[src/hdl/fault_bank_pkg.sv]
// Purpose: shared constants of the motor driver fault status bank
// Assumes: 16-bit serial frames, 6-bit register addresses, 8-bit data
// Notes: addresses are the serial register addresses, not byte addresses
package fault_bank_pkg;

    // ------------------------------------------------------------
    // register addresses
    // ------------------------------------------------------------
    localparam logic [5:0] ADDR_IC_STATUS = 6'h00;
    localparam logic [5:0] ADDR_THERMAL_OC = 6'h01;
    localparam logic [5:0] ADDR_SUPPLY_LINK = 6'h02;
    localparam logic [5:0] ADDR_CTRL_A = 6'h03;
    localparam logic [5:0] ADDR_CTRL_B = 6'h04;
    localparam logic [5:0] ADDR_CTRL_C = 6'h05;
    localparam logic [5:0] ADDR_CTRL_D = 6'h06;
    localparam logic [5:0] ADDR_CTRL_E = 6'h07;
    localparam logic [5:0] ADDR_CTRL_F = 6'h08;
    localparam logic [5:0] ADDR_CTRL_G = 6'h0C;
    localparam logic [5:0] ADDR_LAST = 6'h0C;

    // ------------------------------------------------------------
    // reset values
    // ------------------------------------------------------------
    localparam logic [7:0] RESET_STATUS = 8'h00;
    localparam logic [7:0] RESET_CTRL_A = 8'h00;
    localparam logic [7:0] RESET_CTRL_B = 8'h60;
    localparam logic [7:0] RESET_CTRL_C = 8'h46;
    localparam logic [7:0] RESET_CTRL_D = 8'h10;
    localparam logic [7:0] RESET_CTRL_E = 8'h00;
    localparam logic [7:0] RESET_CTRL_F = 8'h00;
    localparam logic [7:0] RESET_CTRL_G = 8'h00;

    // ------------------------------------------------------------
    // field layouts
    // ------------------------------------------------------------
    localparam logic [7:0] CTRL_A_MASK = 8'h07;
    localparam logic [7:0] CTRL_B_MASK = 8'hFE;
    localparam logic [7:0] CTRL_C_MASK = 8'h7F;
    localparam logic [2:0] LOCK_CODE_UNLOCK = 3'h3;
    localparam logic [2:0] LOCK_CODE_LOCK = 3'h6;
    localparam int CLEAR_FAULT_BIT = 0;
    localparam int SDO_PUSH_PULL_BIT = 5;
    localparam int THERMAL_WARN_BIT = 7;
    localparam int THERMAL_SHUT_BIT = 6;
    localparam int SUPPLY_FLAG_BITS = 7;
    localparam int IC_FAULT_BIT = 0;
    localparam int IC_OT_BIT = 1;
    localparam int IC_NPOR_BIT = 3;
    localparam int IC_OCP_BIT = 4;
    localparam int IC_LINK_BIT = 5;
    localparam int IC_BUCK_BIT = 6;

    // ------------------------------------------------------------
    // frame layout
    // ------------------------------------------------------------
    localparam logic [4:0] FRAME_BITS = 5'h10;
    localparam logic [4:0] COUNT_OVER = 5'h11;
    localparam logic [4:0] ADDR_DONE_BITS = 5'h07;
    localparam int RW_BIT = 15;
    localparam int ADDR_MSB = 14;
    localparam int ADDR_LSB = 9;

endpackage

[src/hdl/fault_latch.sv]
// Purpose: bank of sticky fault flags
// Assumes: set and clear come from logic on clk
// Notes: a set in the clear cycle survives the clear
`timescale 1ns/1ps
module fault_latch #(
    parameter int WIDTH = 8
) (
    input wire logic clk,
    input wire logic rst_n,
    input wire logic [WIDTH-1:0] set,
    input wire logic clear,
    output logic [WIDTH-1:0] flags
);

    if (WIDTH < 1)
    begin : g_bad_width
        $error("fault_latch needs WIDTH of at least one");
    end

    for (genvar i = 0; i < WIDTH; i++)
    begin : g_flag
        always_ff @(posedge clk or negedge rst_n)
        begin
            if (!rst_n)
                flags[i] <= 1'b0;
            else if (set[i])
                flags[i] <= 1'b1;
            else if (clear)
                flags[i] <= 1'b0;
        end
    end

endmodule

[src/hdl/motor_driver_fault_status_bank.sv]
// Purpose: fault status bank and control map behind the serial link
// Assumes: link pins are asynchronous; detectors run on clk
// Notes: sleep pin low holds the control words at reset and clears the flags, but a detector set still wins
`timescale 1ns/1ps
module motor_driver_fault_status_bank (
    input wire logic clk,
    input wire logic rst_n,
    input wire logic sclk,
    input wire logic sdi,
    input wire logic chip_select_low_active,
    input wire logic sleep_pin_low_active,
    input wire logic thermal_warning_detect,
    input wire logic thermal_shutdown_detect,
    input wire logic phase_c_high_detect,
    input wire logic phase_c_low_detect,
    input wire logic phase_b_high_detect,
    input wire logic phase_b_low_detect,
    input wire logic phase_a_high_detect,
    input wire logic phase_a_low_detect,
    input wire logic otp_error_detect,
    input wire logic regulator_overcurrent_detect,
    input wire logic regulator_undervoltage_detect,
    input wire logic pump_undervoltage_detect,
    output logic sdo,
    output logic sdo_oe,
    output logic [7:0] thermal_overcurrent_status,
    output logic [7:0] supply_link_fault_status,
    output logic [7:0] control_word_a,
    output logic [7:0] control_word_b,
    output logic [7:0] control_word_c,
    output logic [7:0] control_word_d,
    output logic [7:0] control_word_e,
    output logic [7:0] control_word_f,
    output logic [7:0] control_word_g
);

    // ------------------------------------------------------------
    // pin synchronisation and edges
    // ------------------------------------------------------------
    logic [3:0] pins_s;
    logic sclk_s;
    logic sdi_s;
    logic cs_n_s;
    logic sleep_n_s;
    logic sclk_q;
    logic cs_n_q;
    logic sclk_rise;
    logic sclk_fall;
    logic cs_fall;
    logic cs_rise;
    logic selected;
    logic sleep_active;

    pin_sync #(
        .WIDTH(4),
        .RESET_VALUE(4'h3)
    ) u_pin_sync (
        .clk(clk),
        .rst_n(rst_n),
        .async_in({sclk, sdi, chip_select_low_active, sleep_pin_low_active}),
        .sync_out(pins_s)
    );

    assign sclk_s = pins_s[3];
    assign sdi_s = pins_s[2];
    assign cs_n_s = pins_s[1];
    assign sleep_n_s = pins_s[0];

    always_ff @(posedge clk or negedge rst_n)
    begin
        if (!rst_n)
        begin
            sclk_q <= 1'b0;
            cs_n_q <= 1'b1;
        end
        else
        begin
            sclk_q <= sclk_s;
            cs_n_q <= cs_n_s;
        end
    end

    assign sclk_rise = sclk_s & ~sclk_q;
    assign sclk_fall = ~sclk_s & sclk_q;
    assign cs_fall = ~cs_n_s & cs_n_q;
    assign cs_rise = cs_n_s & ~cs_n_q;
    assign selected = ~cs_n_s;
    assign sleep_active = ~sleep_n_s;

    // ------------------------------------------------------------
    // frame receive
    // ------------------------------------------------------------
    logic [15:0] rx_word;
    logic [4:0] bit_count;
    logic frame_end;
    logic len_ok;
    logic parity_ok;
    logic addr_ok;
    logic [5:0] frame_addr;
    logic do_write;
    logic frame_err_evt;
    logic parity_evt;
    logic addr_evt;

    // count saturates so an overlong frame is still caught
    always_ff @(posedge clk or negedge rst_n)
    begin
        if (!rst_n)
        begin
            rx_word <= 16'h0000;
            bit_count <= 5'h00;
        end
        else if (cs_fall)
        begin
            rx_word <= 16'h0000;
            bit_count <= 5'h00;
        end
        else if (selected && sclk_fall)
        begin
            rx_word <= {rx_word[14:0], sdi_s};
            if (bit_count != fault_bank_pkg::COUNT_OVER)
                bit_count <= bit_count + 5'h01;
        end
    end

    assign frame_end = cs_rise;
    assign len_ok = (bit_count == fault_bank_pkg::FRAME_BITS);
    assign parity_ok = ~^rx_word;
    assign frame_addr = rx_word[fault_bank_pkg::ADDR_MSB:
                                fault_bank_pkg::ADDR_LSB];
    assign addr_ok = (frame_addr <= fault_bank_pkg::ADDR_LAST);
    assign frame_err_evt = frame_end & ~len_ok;
    assign parity_evt = frame_end & len_ok & ~parity_ok;
    assign addr_evt = frame_end & len_ok & parity_ok & ~addr_ok;
    assign do_write = frame_end & len_ok & parity_ok & addr_ok
                      & ~rx_word[fault_bank_pkg::RW_BIT];

    // ------------------------------------------------------------
    // fault flags
    // ------------------------------------------------------------
    logic clear_cmd;
    logic clear_all;
    logic [7:0] thermal_set;
    logic [6:0] supply_set;
    logic [6:0] supply_flags;

    assign clear_all = clear_cmd | sleep_active;
    assign thermal_set = {thermal_warning_detect,
                          thermal_shutdown_detect,
                          phase_c_high_detect,
                          phase_c_low_detect,
                          phase_b_high_detect,
                          phase_b_low_detect,
                          phase_a_high_detect,
                          phase_a_low_detect};
    assign supply_set = {otp_error_detect,
                         regulator_overcurrent_detect,
                         regulator_undervoltage_detect,
                         pump_undervoltage_detect,
                         parity_evt,
                         frame_err_evt,
                         addr_evt};

    fault_latch #(
        .WIDTH(8)
    ) u_thermal_flags (
        .clk(clk),
        .rst_n(rst_n),
        .set(thermal_set),
        .clear(clear_all),
        .flags(thermal_overcurrent_status)
    );

    fault_latch #(
        .WIDTH(fault_bank_pkg::SUPPLY_FLAG_BITS)
    ) u_supply_flags (
        .clk(clk),
        .rst_n(rst_n),
        .set(supply_set),
        .clear(clear_all),
        .flags(supply_flags)
    );

    assign supply_link_fault_status = {1'b0, supply_flags};

    // ------------------------------------------------------------
    // control words
    // ------------------------------------------------------------
    logic locked;
    logic [7:0] wr_data;

    assign wr_data = rx_word[7:0];

    // lock code is taken only from a whole, valid frame
    always_ff @(posedge clk or negedge rst_n)
    begin
        if (!rst_n)
        begin
            locked <= 1'b0;
            control_word_a <= fault_bank_pkg::RESET_CTRL_A;
        end
        else if (sleep_active)
        begin
            locked <= 1'b0;
            control_word_a <= fault_bank_pkg::RESET_CTRL_A;
        end
        else if (do_write && frame_addr == fault_bank_pkg::ADDR_CTRL_A)
        begin
            if (wr_data[2:0] == fault_bank_pkg::LOCK_CODE_UNLOCK)
            begin
                locked <= 1'b0;
                control_word_a <= wr_data & fault_bank_pkg::CTRL_A_MASK;
            end
            else if (wr_data[2:0] == fault_bank_pkg::LOCK_CODE_LOCK)
            begin
                locked <= 1'b1;
                control_word_a <= wr_data & fault_bank_pkg::CTRL_A_MASK;
            end
        end
    end

    // writes to 9h..Bh are dropped: no storage there
    always_ff @(posedge clk or negedge rst_n)
    begin
        if (!rst_n)
        begin
            control_word_b <= fault_bank_pkg::RESET_CTRL_B;
            control_word_c <= fault_bank_pkg::RESET_CTRL_C;
            control_word_d <= fault_bank_pkg::RESET_CTRL_D;
            control_word_e <= fault_bank_pkg::RESET_CTRL_E;
            control_word_f <= fault_bank_pkg::RESET_CTRL_F;
            control_word_g <= fault_bank_pkg::RESET_CTRL_G;
        end
        else if (sleep_active)
        begin
            control_word_b <= fault_bank_pkg::RESET_CTRL_B;
            control_word_c <= fault_bank_pkg::RESET_CTRL_C;
            control_word_d <= fault_bank_pkg::RESET_CTRL_D;
            control_word_e <= fault_bank_pkg::RESET_CTRL_E;
            control_word_f <= fault_bank_pkg::RESET_CTRL_F;
            control_word_g <= fault_bank_pkg::RESET_CTRL_G;
        end
        else if (do_write && !locked)
        begin
            case (frame_addr)
                fault_bank_pkg::ADDR_CTRL_B:
                    control_word_b <= wr_data & fault_bank_pkg::CTRL_B_MASK;
                fault_bank_pkg::ADDR_CTRL_C:
                    control_word_c <= wr_data & fault_bank_pkg::CTRL_C_MASK;
                fault_bank_pkg::ADDR_CTRL_D:
                    control_word_d <= wr_data;
                fault_bank_pkg::ADDR_CTRL_E:
                    control_word_e <= wr_data;
                fault_bank_pkg::ADDR_CTRL_F:
                    control_word_f <= wr_data;
                fault_bank_pkg::ADDR_CTRL_G:
                    control_word_g <= wr_data;
                default:
                    control_word_g <= control_word_g;
            endcase
        end
    end

    // clear bit is never stored: it acts once and reads zero
    always_ff @(posedge clk or negedge rst_n)
    begin
        if (!rst_n)
            clear_cmd <= 1'b0;
        else
            clear_cmd <= do_write && !locked
                         && frame_addr == fault_bank_pkg::ADDR_CTRL_B
                         && wr_data[fault_bank_pkg::CLEAR_FAULT_BIT];
    end

    // ------------------------------------------------------------
    // read path and response word
    // ------------------------------------------------------------
    logic [7:0] ic_status;
    logic [7:0] rd_data;
    logic [15:0] tx_word;
    logic low_loaded;
    logic [4:0] rise_count;
    logic [4:0] tx_index;
    logic sdo_bit;
    logic push_pull;

    always_comb
    begin
        ic_status = 8'h00;
        ic_status[fault_bank_pkg::IC_FAULT_BIT] =
            |thermal_overcurrent_status | |supply_flags;
        ic_status[fault_bank_pkg::IC_OT_BIT] =
            thermal_overcurrent_status[fault_bank_pkg::THERMAL_WARN_BIT]
            | thermal_overcurrent_status[fault_bank_pkg::THERMAL_SHUT_BIT];
        ic_status[fault_bank_pkg::IC_NPOR_BIT] = 1'b1;
        ic_status[fault_bank_pkg::IC_OCP_BIT] =
            |thermal_overcurrent_status[5:0];
        ic_status[fault_bank_pkg::IC_LINK_BIT] = |supply_flags[2:0];
        ic_status[fault_bank_pkg::IC_BUCK_BIT] = |supply_flags[5:4];
    end

    // reading is side-effect free
    always_comb
    begin
        case (rx_word[5:0])
            fault_bank_pkg::ADDR_IC_STATUS: rd_data = ic_status;
            fault_bank_pkg::ADDR_THERMAL_OC:
                rd_data = thermal_overcurrent_status;
            fault_bank_pkg::ADDR_SUPPLY_LINK:
                rd_data = supply_link_fault_status;
            fault_bank_pkg::ADDR_CTRL_A: rd_data = control_word_a;
            fault_bank_pkg::ADDR_CTRL_B: rd_data = control_word_b;
            fault_bank_pkg::ADDR_CTRL_C: rd_data = control_word_c;
            fault_bank_pkg::ADDR_CTRL_D: rd_data = control_word_d;
            fault_bank_pkg::ADDR_CTRL_E: rd_data = control_word_e;
            fault_bank_pkg::ADDR_CTRL_F: rd_data = control_word_f;
            fault_bank_pkg::ADDR_CTRL_G: rd_data = control_word_g;
            default: rd_data = 8'h00;
        endcase
    end

    // low byte is fetched once the seven command bits are in
    always_ff @(posedge clk or negedge rst_n)
    begin
        if (!rst_n)
        begin
            tx_word <= 16'h0000;
            low_loaded <= 1'b0;
        end
        else if (cs_fall)
        begin
            tx_word <= {ic_status, 8'h00};
            low_loaded <= 1'b0;
        end
        else if (!low_loaded && bit_count == fault_bank_pkg::ADDR_DONE_BITS)
        begin
            tx_word[7:0] <= rd_data;
            low_loaded <= 1'b1;
        end
    end

    assign tx_index = 5'h0F - rise_count;

    always_ff @(posedge clk or negedge rst_n)
    begin
        if (!rst_n)
        begin
            rise_count <= 5'h00;
            sdo_bit <= 1'b0;
        end
        else if (cs_fall)
        begin
            rise_count <= 5'h00;
            sdo_bit <= ic_status[7];
        end
        else if (selected && sclk_rise)
        begin
            if (rise_count < fault_bank_pkg::FRAME_BITS)
            begin
                sdo_bit <= tx_word[tx_index[3:0]];
                rise_count <= rise_count + 5'h01;
            end
            else
                sdo_bit <= 1'b0;
        end
    end

    // open drain while the push-pull bit is clear: drive only the low level
    assign push_pull = control_word_b[fault_bank_pkg::SDO_PUSH_PULL_BIT];
    assign sdo = sdo_bit;
    assign sdo_oe = selected & (push_pull | ~sdo_bit);
endmodule

[src/hdl/pin_sync.sv]
// Purpose: two-flop synchroniser for asynchronous pins
// Assumes: inputs are slow against clk
// Notes: only the second stage may be read outside
`timescale 1ns/1ps
module pin_sync #(
    parameter int WIDTH = 1,
    parameter logic [WIDTH-1:0] RESET_VALUE = '0
) (
    input wire logic clk,
    input wire logic rst_n,
    input wire logic [WIDTH-1:0] async_in,
    output logic [WIDTH-1:0] sync_out
);

    logic [WIDTH-1:0] stage_one;

    if (WIDTH < 1)
    begin : g_bad_width
        $error("pin_sync needs WIDTH of at least one");
    end

    always_ff @(posedge clk or negedge rst_n)
    begin
        if (!rst_n)
        begin
            stage_one <= RESET_VALUE;
            sync_out <= RESET_VALUE;
        end
        else
        begin
            stage_one <= async_in;
            sync_out <= stage_one;
        end
    end

endmodule

[config.mk]
export PLATFORM = sky130hd
export DESIGN_NAME = motor_driver_fault_status_bank
export DESIGN_NICKNAME = d
export VERILOG_FILES = /design/src/hdl/fault_bank_pkg.sv /design/src/hdl/fault_latch.sv /design/src/hdl/motor_driver_fault_status_bank.sv /design/src/hdl/pin_sync.sv
export SDC_FILE = /design/constraint.sdc
export NUM_CORES = 1
export LEC_CHECK = 0
export BUFFER_PORTS_ARGS = -buffer_cell sky130_fd_sc_hd__buf_4
export CAP_MARGIN = 30
export CORE_MARGIN = 3
export CORE_UTILIZATION = 44
export CTS_BUF_LIST = sky130_fd_sc_hd__clkbuf_8
export CTS_CLUSTER_SIZE = 20
export DETAILED_ROUTE_END_ITERATION = 8
export GPL_ROUTABILITY_DRIVEN = 0
export GPL_TIMING_DRIVEN = 0
export PLACE_DENSITY = 0.72
export RECOVER_POWER = 25
export SLEW_MARGIN = 15
export SYNTH_ARGS = -nofsm -noshare
export SYNTH_HDL_FRONTEND = slang
export SYNTH_SLANG_ARGS = --single-unit
[constraint.sdc]
create_clock -name clk -period 2.6 [get_ports clk]
set_clock_uncertainty 0.2 [all_clocks]
set_input_delay 0.52 -clock clk [delete_from_list [all_inputs] [get_ports clk]]
set_output_delay 0.52 -clock clk [all_outputs]
set_load 0.05 [all_outputs]
---- Word-level counts from Yosys, hierarchy flattened ----
Index checks and enable logic that the tools add are counted.
W data, S select, Z words.
storage, ports and cells
  flip-flop bits (word level) ............. 125
  input bits .............................. 18
  output and inout port bits .............. 74
  logic and storage cells ................. 202
operators by class
  $add $sub $neg .......................... 3
  magnitude comparators ................... 3
  equal/unequal tests ..................... 30
  muxes and demuxes ....................... 60
  bitwise logic cells ..................... 26
  reductions and logical operators ........ 45
operators by type and width
  cell                   count
  $mux W8                24
  $pmux W8 S10           1
  $eq A6 B3 Y1 const B   8
  $reduce_bool A2 Y1     20
  $mux W16               2
  $mux W5                6
  $mux W1                26
  $eq A6 B4 Y1 const B   4
  $eq A6 B2 Y1 const B   3
  $reduce_and A2 Y1      9
  $ne A2 B2 Y1 const B   8
  $reduce_xnor A16 Y1    1
  $and A1 B1 Y1          12
  $add A5 B1 Y5 const B  2
  $not A1 Y1             10
  $reduce_or A8 Y1       1
  $logic_and A1 B1 Y1    7
  $reduce_or A7 Y1       1
  $eq A6 B1 Y1 const B   1
  $le A6 B4 Y1 const B   1
  $logic_not A6 Y1       1
  $reduce_or A6 Y1       1
  $eq A5 B3 Y1 const B   1
  $eq A5 B5 Y1 const B   1
  other kinds (12)       16

---- Logic depth before layout (Yosys ltp) ----
  depth after elaboration ................. 9
  depth in mapped cells ................... 8
  mapped depth without buffers ............ 7

---- Cells and area by module ----
A second synthesis with hierarchy kept.
unflattened totals
  cell total of the unflattened synthesis .. 624
  area total of the unflattened synthesis .. 5989.5 sq um
by module, submodules not included
  module                          times used  cells each  area each (sq um)  seq. area each (sq um)
  motor_driver_fault_status_bank  1           584         5288.8             2386.0
  fault_latch at u_thermal_flags  1           17          264.0              200.2
  fault_latch at u_supply_flags   1           15          231.5              175.2
  pin_sync                        1           8           205.2              205.2

---- Worst setup path before layout ----
OpenSTA, ideal clock, no wires.
  path kind ............................... flip-flop to flip-flop
  start ................................... register rx_word[2]
  end ..................................... register u_supply_flags.flags[0]
  setup time .............................. 0.122 ns
  arrival time ............................ 2.290 ns
  required time ........................... 2.278 ns
  setup slack ............................. -0.011 ns
  cell stages (with the launch flop) ...... 8
  buffers on the path ..................... 0
  period minus slack after synthesis ...... 2.611 ns
  cell sequence ........................... dfrtp_1 inv_1 ha_1 xor2_1 xor2_2 xnor3_1 xnor2_1 a32o_1
between the ends
  word-level cells in the longest chain between the ends .. 4
  elaborated cells on any way between the ends .. 5
  classes of those cells .................. mux: 1; bitwise: 2; reduce/logical: 2
RTL lines
  what                                           RTL line                               text
  start: declaration                             motor_driver_fault_status_bank.sv:93   logic [15:0] rx_word;
  start signal: assignment                       motor_driver_fault_status_bank.sv:120  rx_word <= {rx_word[14:0], sdi_s};
  $reduce_xnor A16 Y1 *                          motor_driver_fault_status_bank.sv:128  assign parity_ok = ~^rx_word;
  $and A1 B1 Y1 * (2 in a row)                   motor_driver_fault_status_bank.sv:134  assign addr_evt = frame_end & len_ok & parity_ok & ~addr_ok;
  $mux W1 or $reduce_bool A2 Y1 (tied branches)  -
  end signal: indexed assignment                 fault_latch.sv:25                      flags[i] <= 1'b0;
  end signal: indexed assignment                 fault_latch.sv:27                      flags[i] <= 1'b1;
  end signal: indexed assignment                 fault_latch.sv:29                      flags[i] <= 1'b0;
  end: declaration                               fault_latch.sv:12                      output logic [WIDTH-1:0] flags
Every way passes the cells marked *; elsewhere a longest branch is shown, timed or not.
A chain may end at the register's enable or synchronous reset.

---- Worst setup path in the final report ----
  start ................................... register rx_word[0]
  end ..................................... register control_word_d[7]
between the ends
  word-level cells in the longest chain between the ends .. 7
RTL lines
  what                         RTL line                               text
  $reduce_xnor A16 Y1          motor_driver_fault_status_bank.sv:128
  $and A1 B1 Y1 (2 in a row)   motor_driver_fault_status_bank.sv:135  assign do_write = frame_end & len_ok & parity_ok & addr_ok
  $and A1 B1 Y1                motor_driver_fault_status_bank.sv:136  & ~rx_word[fault_bank_pkg::RW_BIT];
  $logic_and A1 B1 Y1          motor_driver_fault_status_bank.sv:243  else if (do_write && !locked)
  $ne A2 B2 Y1 (no line)       -
  $reduce_and A2 Y1 (no line)  -
  end signal: assignment       motor_driver_fault_status_bank.sv:229  control_word_d <= fault_bank_pkg::RESET_CTRL_D;
  end signal: assignment       motor_driver_fault_status_bank.sv:238  control_word_d <= fault_bank_pkg::RESET_CTRL_D;
  end signal: assignment       motor_driver_fault_status_bank.sv:251  control_word_d <= wr_data;
  end: declaration             motor_driver_fault_status_bank.sv:31   output logic [7:0] control_word_d,
Every way passes these cells.

==> results.sh <==
export IMPL_violations_in_the_final_reports="capacitance limit, slew limit"
export IMPL_setup_slack_ns=0.0712
export IMPL_std_cell_core_area_mm2=0.0133
export IMPL_crit_chain="inv_2, ha_4, xnor2_4, xnor2_2, buf_4, xnor2_4, buf_12, buf_4, mux2_4, buf_6, mux2i_1"
export IMPL_first_iter_violations=490
export IMPL_period_share_pct=97.3
export IMPL_critPathMaxStageDelay_ns=0.42
export IMPL_design_die_area_mm2=0.0152
export IMPL_tightest_slew_ns=1.54
export IMPL_htreeDepth=4
export IMPL_drt_drc_violations_left=0
export IMPL_cts_buffers_inserted=17
export IMPL_synth_edff_count=0
export IMPL_max_slew_margin_pct=-2.79
export IMPL_yosysTopAreaCell="sky130_fd_sc_hd__dfrtp_1"
export IMPL_count_of_final_max_slew_check_failures=66
export IMPL_place_worst_setup_slack_ns=-0.441
export IMPL_placed_wire_length_estimate_after_detailed_placement_um=12500
export IMPL_drt_wl_total_um=17600
export IMPL_setup_violations_final=0
export IMPL_initial_antenna_violation_count=0
export IMPL_critPathMaxFanout=8
export IMPL_clock_sinks=118
export IMPL_final_hold_viol_count=0
export IMPL_critical_path_required_ns=2.71
export IMPL_cellLeakagePower_nw=3.66
export IMPL_clock_transition_at_path_regs_ns=0.06
export IMPL_drt_first_pass_iters=6
export IMPL_synthesis_area_mm2=0.00605
export IMPL_placedCellCount=841
export IMPL_yosys_register_bits=118
export IMPL_post_drt_via_cell_ratio=5.78
export IMPL_n_fill_cell=1140
export IMPL_min_path_type="in -> reg"
export IMPL_cap_violations=1
export IMPL_clockRootBuffer="sky130_fd_sc_hd__clkbuf_8"
export IMPL_portBuffers=83
export IMPL_nNetsFinal=740
export IMPL_synth_top_cell_area_share_pct=44.3
export IMPL_antenna_diode_count=0
export IMPL_worst_path_buf_inv=5
export IMPL_post_synthesis_sequential_area_ratio_pct=49.1
export IMPL_y_dimension_of_the_die_um=123
export IMPL_pwr_density_cell_mw_per_mm2=529
export IMPL_grt_max_degree=67
export IMPL_synthesized_area_per_cell_um2=10.5
export IMPL_post_layout_nonfiller_instances=895
export IMPL_cpLargestDelayFamily="buffers and inverters"
export IMPL_grt_pass1_vias=5196
export IMPL_gr_total_overflow=0
export IMPL_yosysUniqueCellTypes=59
export IMPL_criticalPathCategory="reg -> reg"
export IMPL_slowest_stage="sky130_fd_sc_hd__dfrtp_2"
export IMPL_maxClockFrequency_mhz=395
export IMPL_latest_clock_arrival_within_the_worst_skew_pair_ns=0.44
export IMPL_biggest_area_contributors_in_the_synthesized_netlist="sky130_fd_sc_hd__dfrtp_1, sky130_fd_sc_hd__mux2i_1, sky130_fd_sc_hd__nand2_1"
export IMPL_post_route_design_area_mm2=0.00769
export IMPL_initial_utilization_pct=45.3
export IMPL_track_usage_pct=24.1
export IMPL_rsz0062_at_grt="no"
export IMPL_final_period_minus_worst_setup_slack_ns=2.53
export IMPL_ys_async_sr_fraction_pct=100
export IMPL_worst_vdd_drop_v=0.000337
export IMPL_fp_dieW_um=123
export IMPL_placement_rows=42
export IMPL_grt_pass1_wl_um=27800
export IMPL_netlist_instances=574
export IMPL_ys_warn_count=0
export IMPL_post_route_cells_drive_above_1_share_pct=27.4
export IMPL_wl_per_cell_um=19.7
export IMPL_tritoncts="done"
export IMPL_pin_count=92
export IMPL_max_clock_buf_depth=2
export IMPL_route_antenna_remaining_nets=0
export IMPL_post_route_hold_slack_ns=0.0570
export IMPL_synth_main_ff_cell="sky130_fd_sc_hd__dfrtp_1"
export IMPL_critical_path_arrival_ns=2.64
export IMPL_outcome="finished, violations left"
export IMPL_placement_cell_area_mm2=0.00695
export IMPL_flow_area_growth_from_synthesis_pct=27.3
export IMPL_cp_start_kind="flop"
export IMPL_via_count=5172
export IMPL_cp_end_kind="flop"
## layer usage
| layer | share of wire (%) | track usage, % | wire length, um |
|---|---|---|---|
| met5 | 0 | 0 | 0 |
| met1 | 43 | 33.2 | 7490 |
| met3 | 7.5 | 6.08 | 1320 |
| met2 | 48 | 37.8 | 8520 |
| met4 | 1.7 | 6.85 | 291 |
## worst paths after layout
kind | startpoint | endpoint | slack (ns) | depth (start not counted)
worst max register to register | rx_word[0] | control_word_d[7] | 0.07 | 11
min in group asynchronous | rst_n | sclk_q | 0.81 | 2
worst min register to register | u_pin_sync.stage_one[3] | u_pin_sync.sync_out[3] | 0.15 | 0
worst min-delay path | regulator_undervoltage_detect | u_supply_flags.flags[4] | 0.06 | 2
worst max-delay path | rx_word[0] | control_word_d[7] | 0.07 | 11
max in group asynchronous | rst_n | rx_word[3] | 0.36 | 2
## metrics by stage
step | util, % | power (mW) | setup TNS (ns)
after floorplan | - | 2.29 | 0
after global placement | 51.8 | 2.44 | -12.74
after detailed placement | 52.1 | 2.48 | -14.94
after CTS | 56.6 | 4.08 | 0
after global routing | 57.6 | 4.26 | 0
final | 57.6 | 4.07 | 0
## cell families (layout without fill, tap and decap cells)
logic type / Yosys count / after routing / share of synthesized area, %
buffers and inverters: 53 / 191 / 4.16
AOI/OAI and AO/OA: 102 / 102 / 11.4
adders and majority gates: 13 / 13 / 2.69
and+or+nand+nor: 203 / 203 / 15.9
muxes: 65 / 65 / 12.5
other: 1 / 8 / 0.0620
xor gates and xnor gates: 19 / 19 / 4.16
DFF: 118 / 118 / 49.1
## power breakdown
group | leakage [nW] | switching, mW | total [mW] | internal (mW)
combinational | 1.93 | 0.315 | 0.511 | 0.197
clock | 0.205 | 0.682 | 1.59 | 0.908
sequential | 1.52 | 0.0630 | 1.97 | 1.91
## Yosys cell counts, drive strengths merged (11+ instances only)
| cell | count |
|---|---|
| nor3 | 16 |
| xnor2 | 11 |
| o21ai | 22 |
| mux2i | 59 |
| ha | 13 |
| a21o | 12 |
| a22oi | 13 |
| dfstp | 11 |
| dfrtp | 107 |
| clkbuf | 27 |
| nor2 | 23 |
| a21oi | 22 |
| buf | 14 |
| inv | 12 |
| nand2 | 107 |
| nor2b | 16 |
## what timing repair did
item | in CTS | in global routing
setup endpoints to repair | 54 | 50
setup buffers | 13 | 7
hold buffers | 5 | 0
pin swaps | 3 | 8
endpoints found under the hold margin | 60 | 0
gates resized for setup | 9 | 16
## area by class of cell
cell class / count / area [um2] / share of cell area [%]
Clock inverter: 5 / 47.5 / 0.618
Sequential cell: 118 / 2970 / 38.7
Buffer: 41 / 209 / 2.72
Inverter: 12 / 45.0 / 0.585
Timing Repair Buffer: 109 / 923 / 12.0
Tap cell: 176 / 220 / 2.86
Multi-Input combinational cell: 410 / 2940 / 38.3
Clock buffer: 24 / 330 / 4.29
## layout by cell type (no fill, tap or decap), types with 6 or more instances in the layout
cell type and count:
sky130_fd_sc_hd__buf_12 6, sky130_fd_sc_hd__dfrtp_1 101, sky130_fd_sc_hd__mux2i_1 54, sky130_fd_sc_hd__nor2_1 23, sky130_fd_sc_hd__nand2_1 107, sky130_fd_sc_hd__nor2b_1 15
sky130_fd_sc_hd__nor3_1 11, sky130_fd_sc_hd__inv_1 12, sky130_fd_sc_hd__xnor2_2 6, sky130_fd_sc_hd__nand4_1 9, sky130_fd_sc_hd__ha_1 12, sky130_fd_sc_hd__o22ai_1 6
sky130_fd_sc_hd__clkbuf_8 24, sky130_fd_sc_hd__dfstp_2 10, sky130_fd_sc_hd__a222oi_1 8, sky130_fd_sc_hd__a21oi_1 22, sky130_fd_sc_hd__o21ai_0 20, sky130_fd_sc_hd__conb_1 8
sky130_fd_sc_hd__a21o_1 12, sky130_fd_sc_hd__dfrtp_2 6, sky130_fd_sc_hd__a22oi_1 13, sky130_fd_sc_hd__buf_4 101, sky130_fd_sc_hd__clkbuf_1 25
## registers in the layout (all words and copies together), names as in the netlist
| signal | flops |
|---|---|
| control_word_f | 8 |
| control_word_g | 8 |
| sdo | 1 |
| control_word_c | 7 |
| u_supply_flags.flags | 7 |
| rx_word | 16 |
| bit_count | 5 |
| u_pin_sync.stage_one | 4 |
| sclk_q | 1 |
| u_thermal_flags.flags | 8 |
| cs_n_q | 1 |
| low_loaded | 1 |
| control_word_d | 8 |
| control_word_a | 3 |
| control_word_e | 8 |
| clear_cmd | 1 |
| u_pin_sync.sync_out | 4 |
| control_word_b | 7 |
| rise_count | 5 |
| tx_word | 14 |
| locked | 1 |
(Power assumes the default switching activity.)
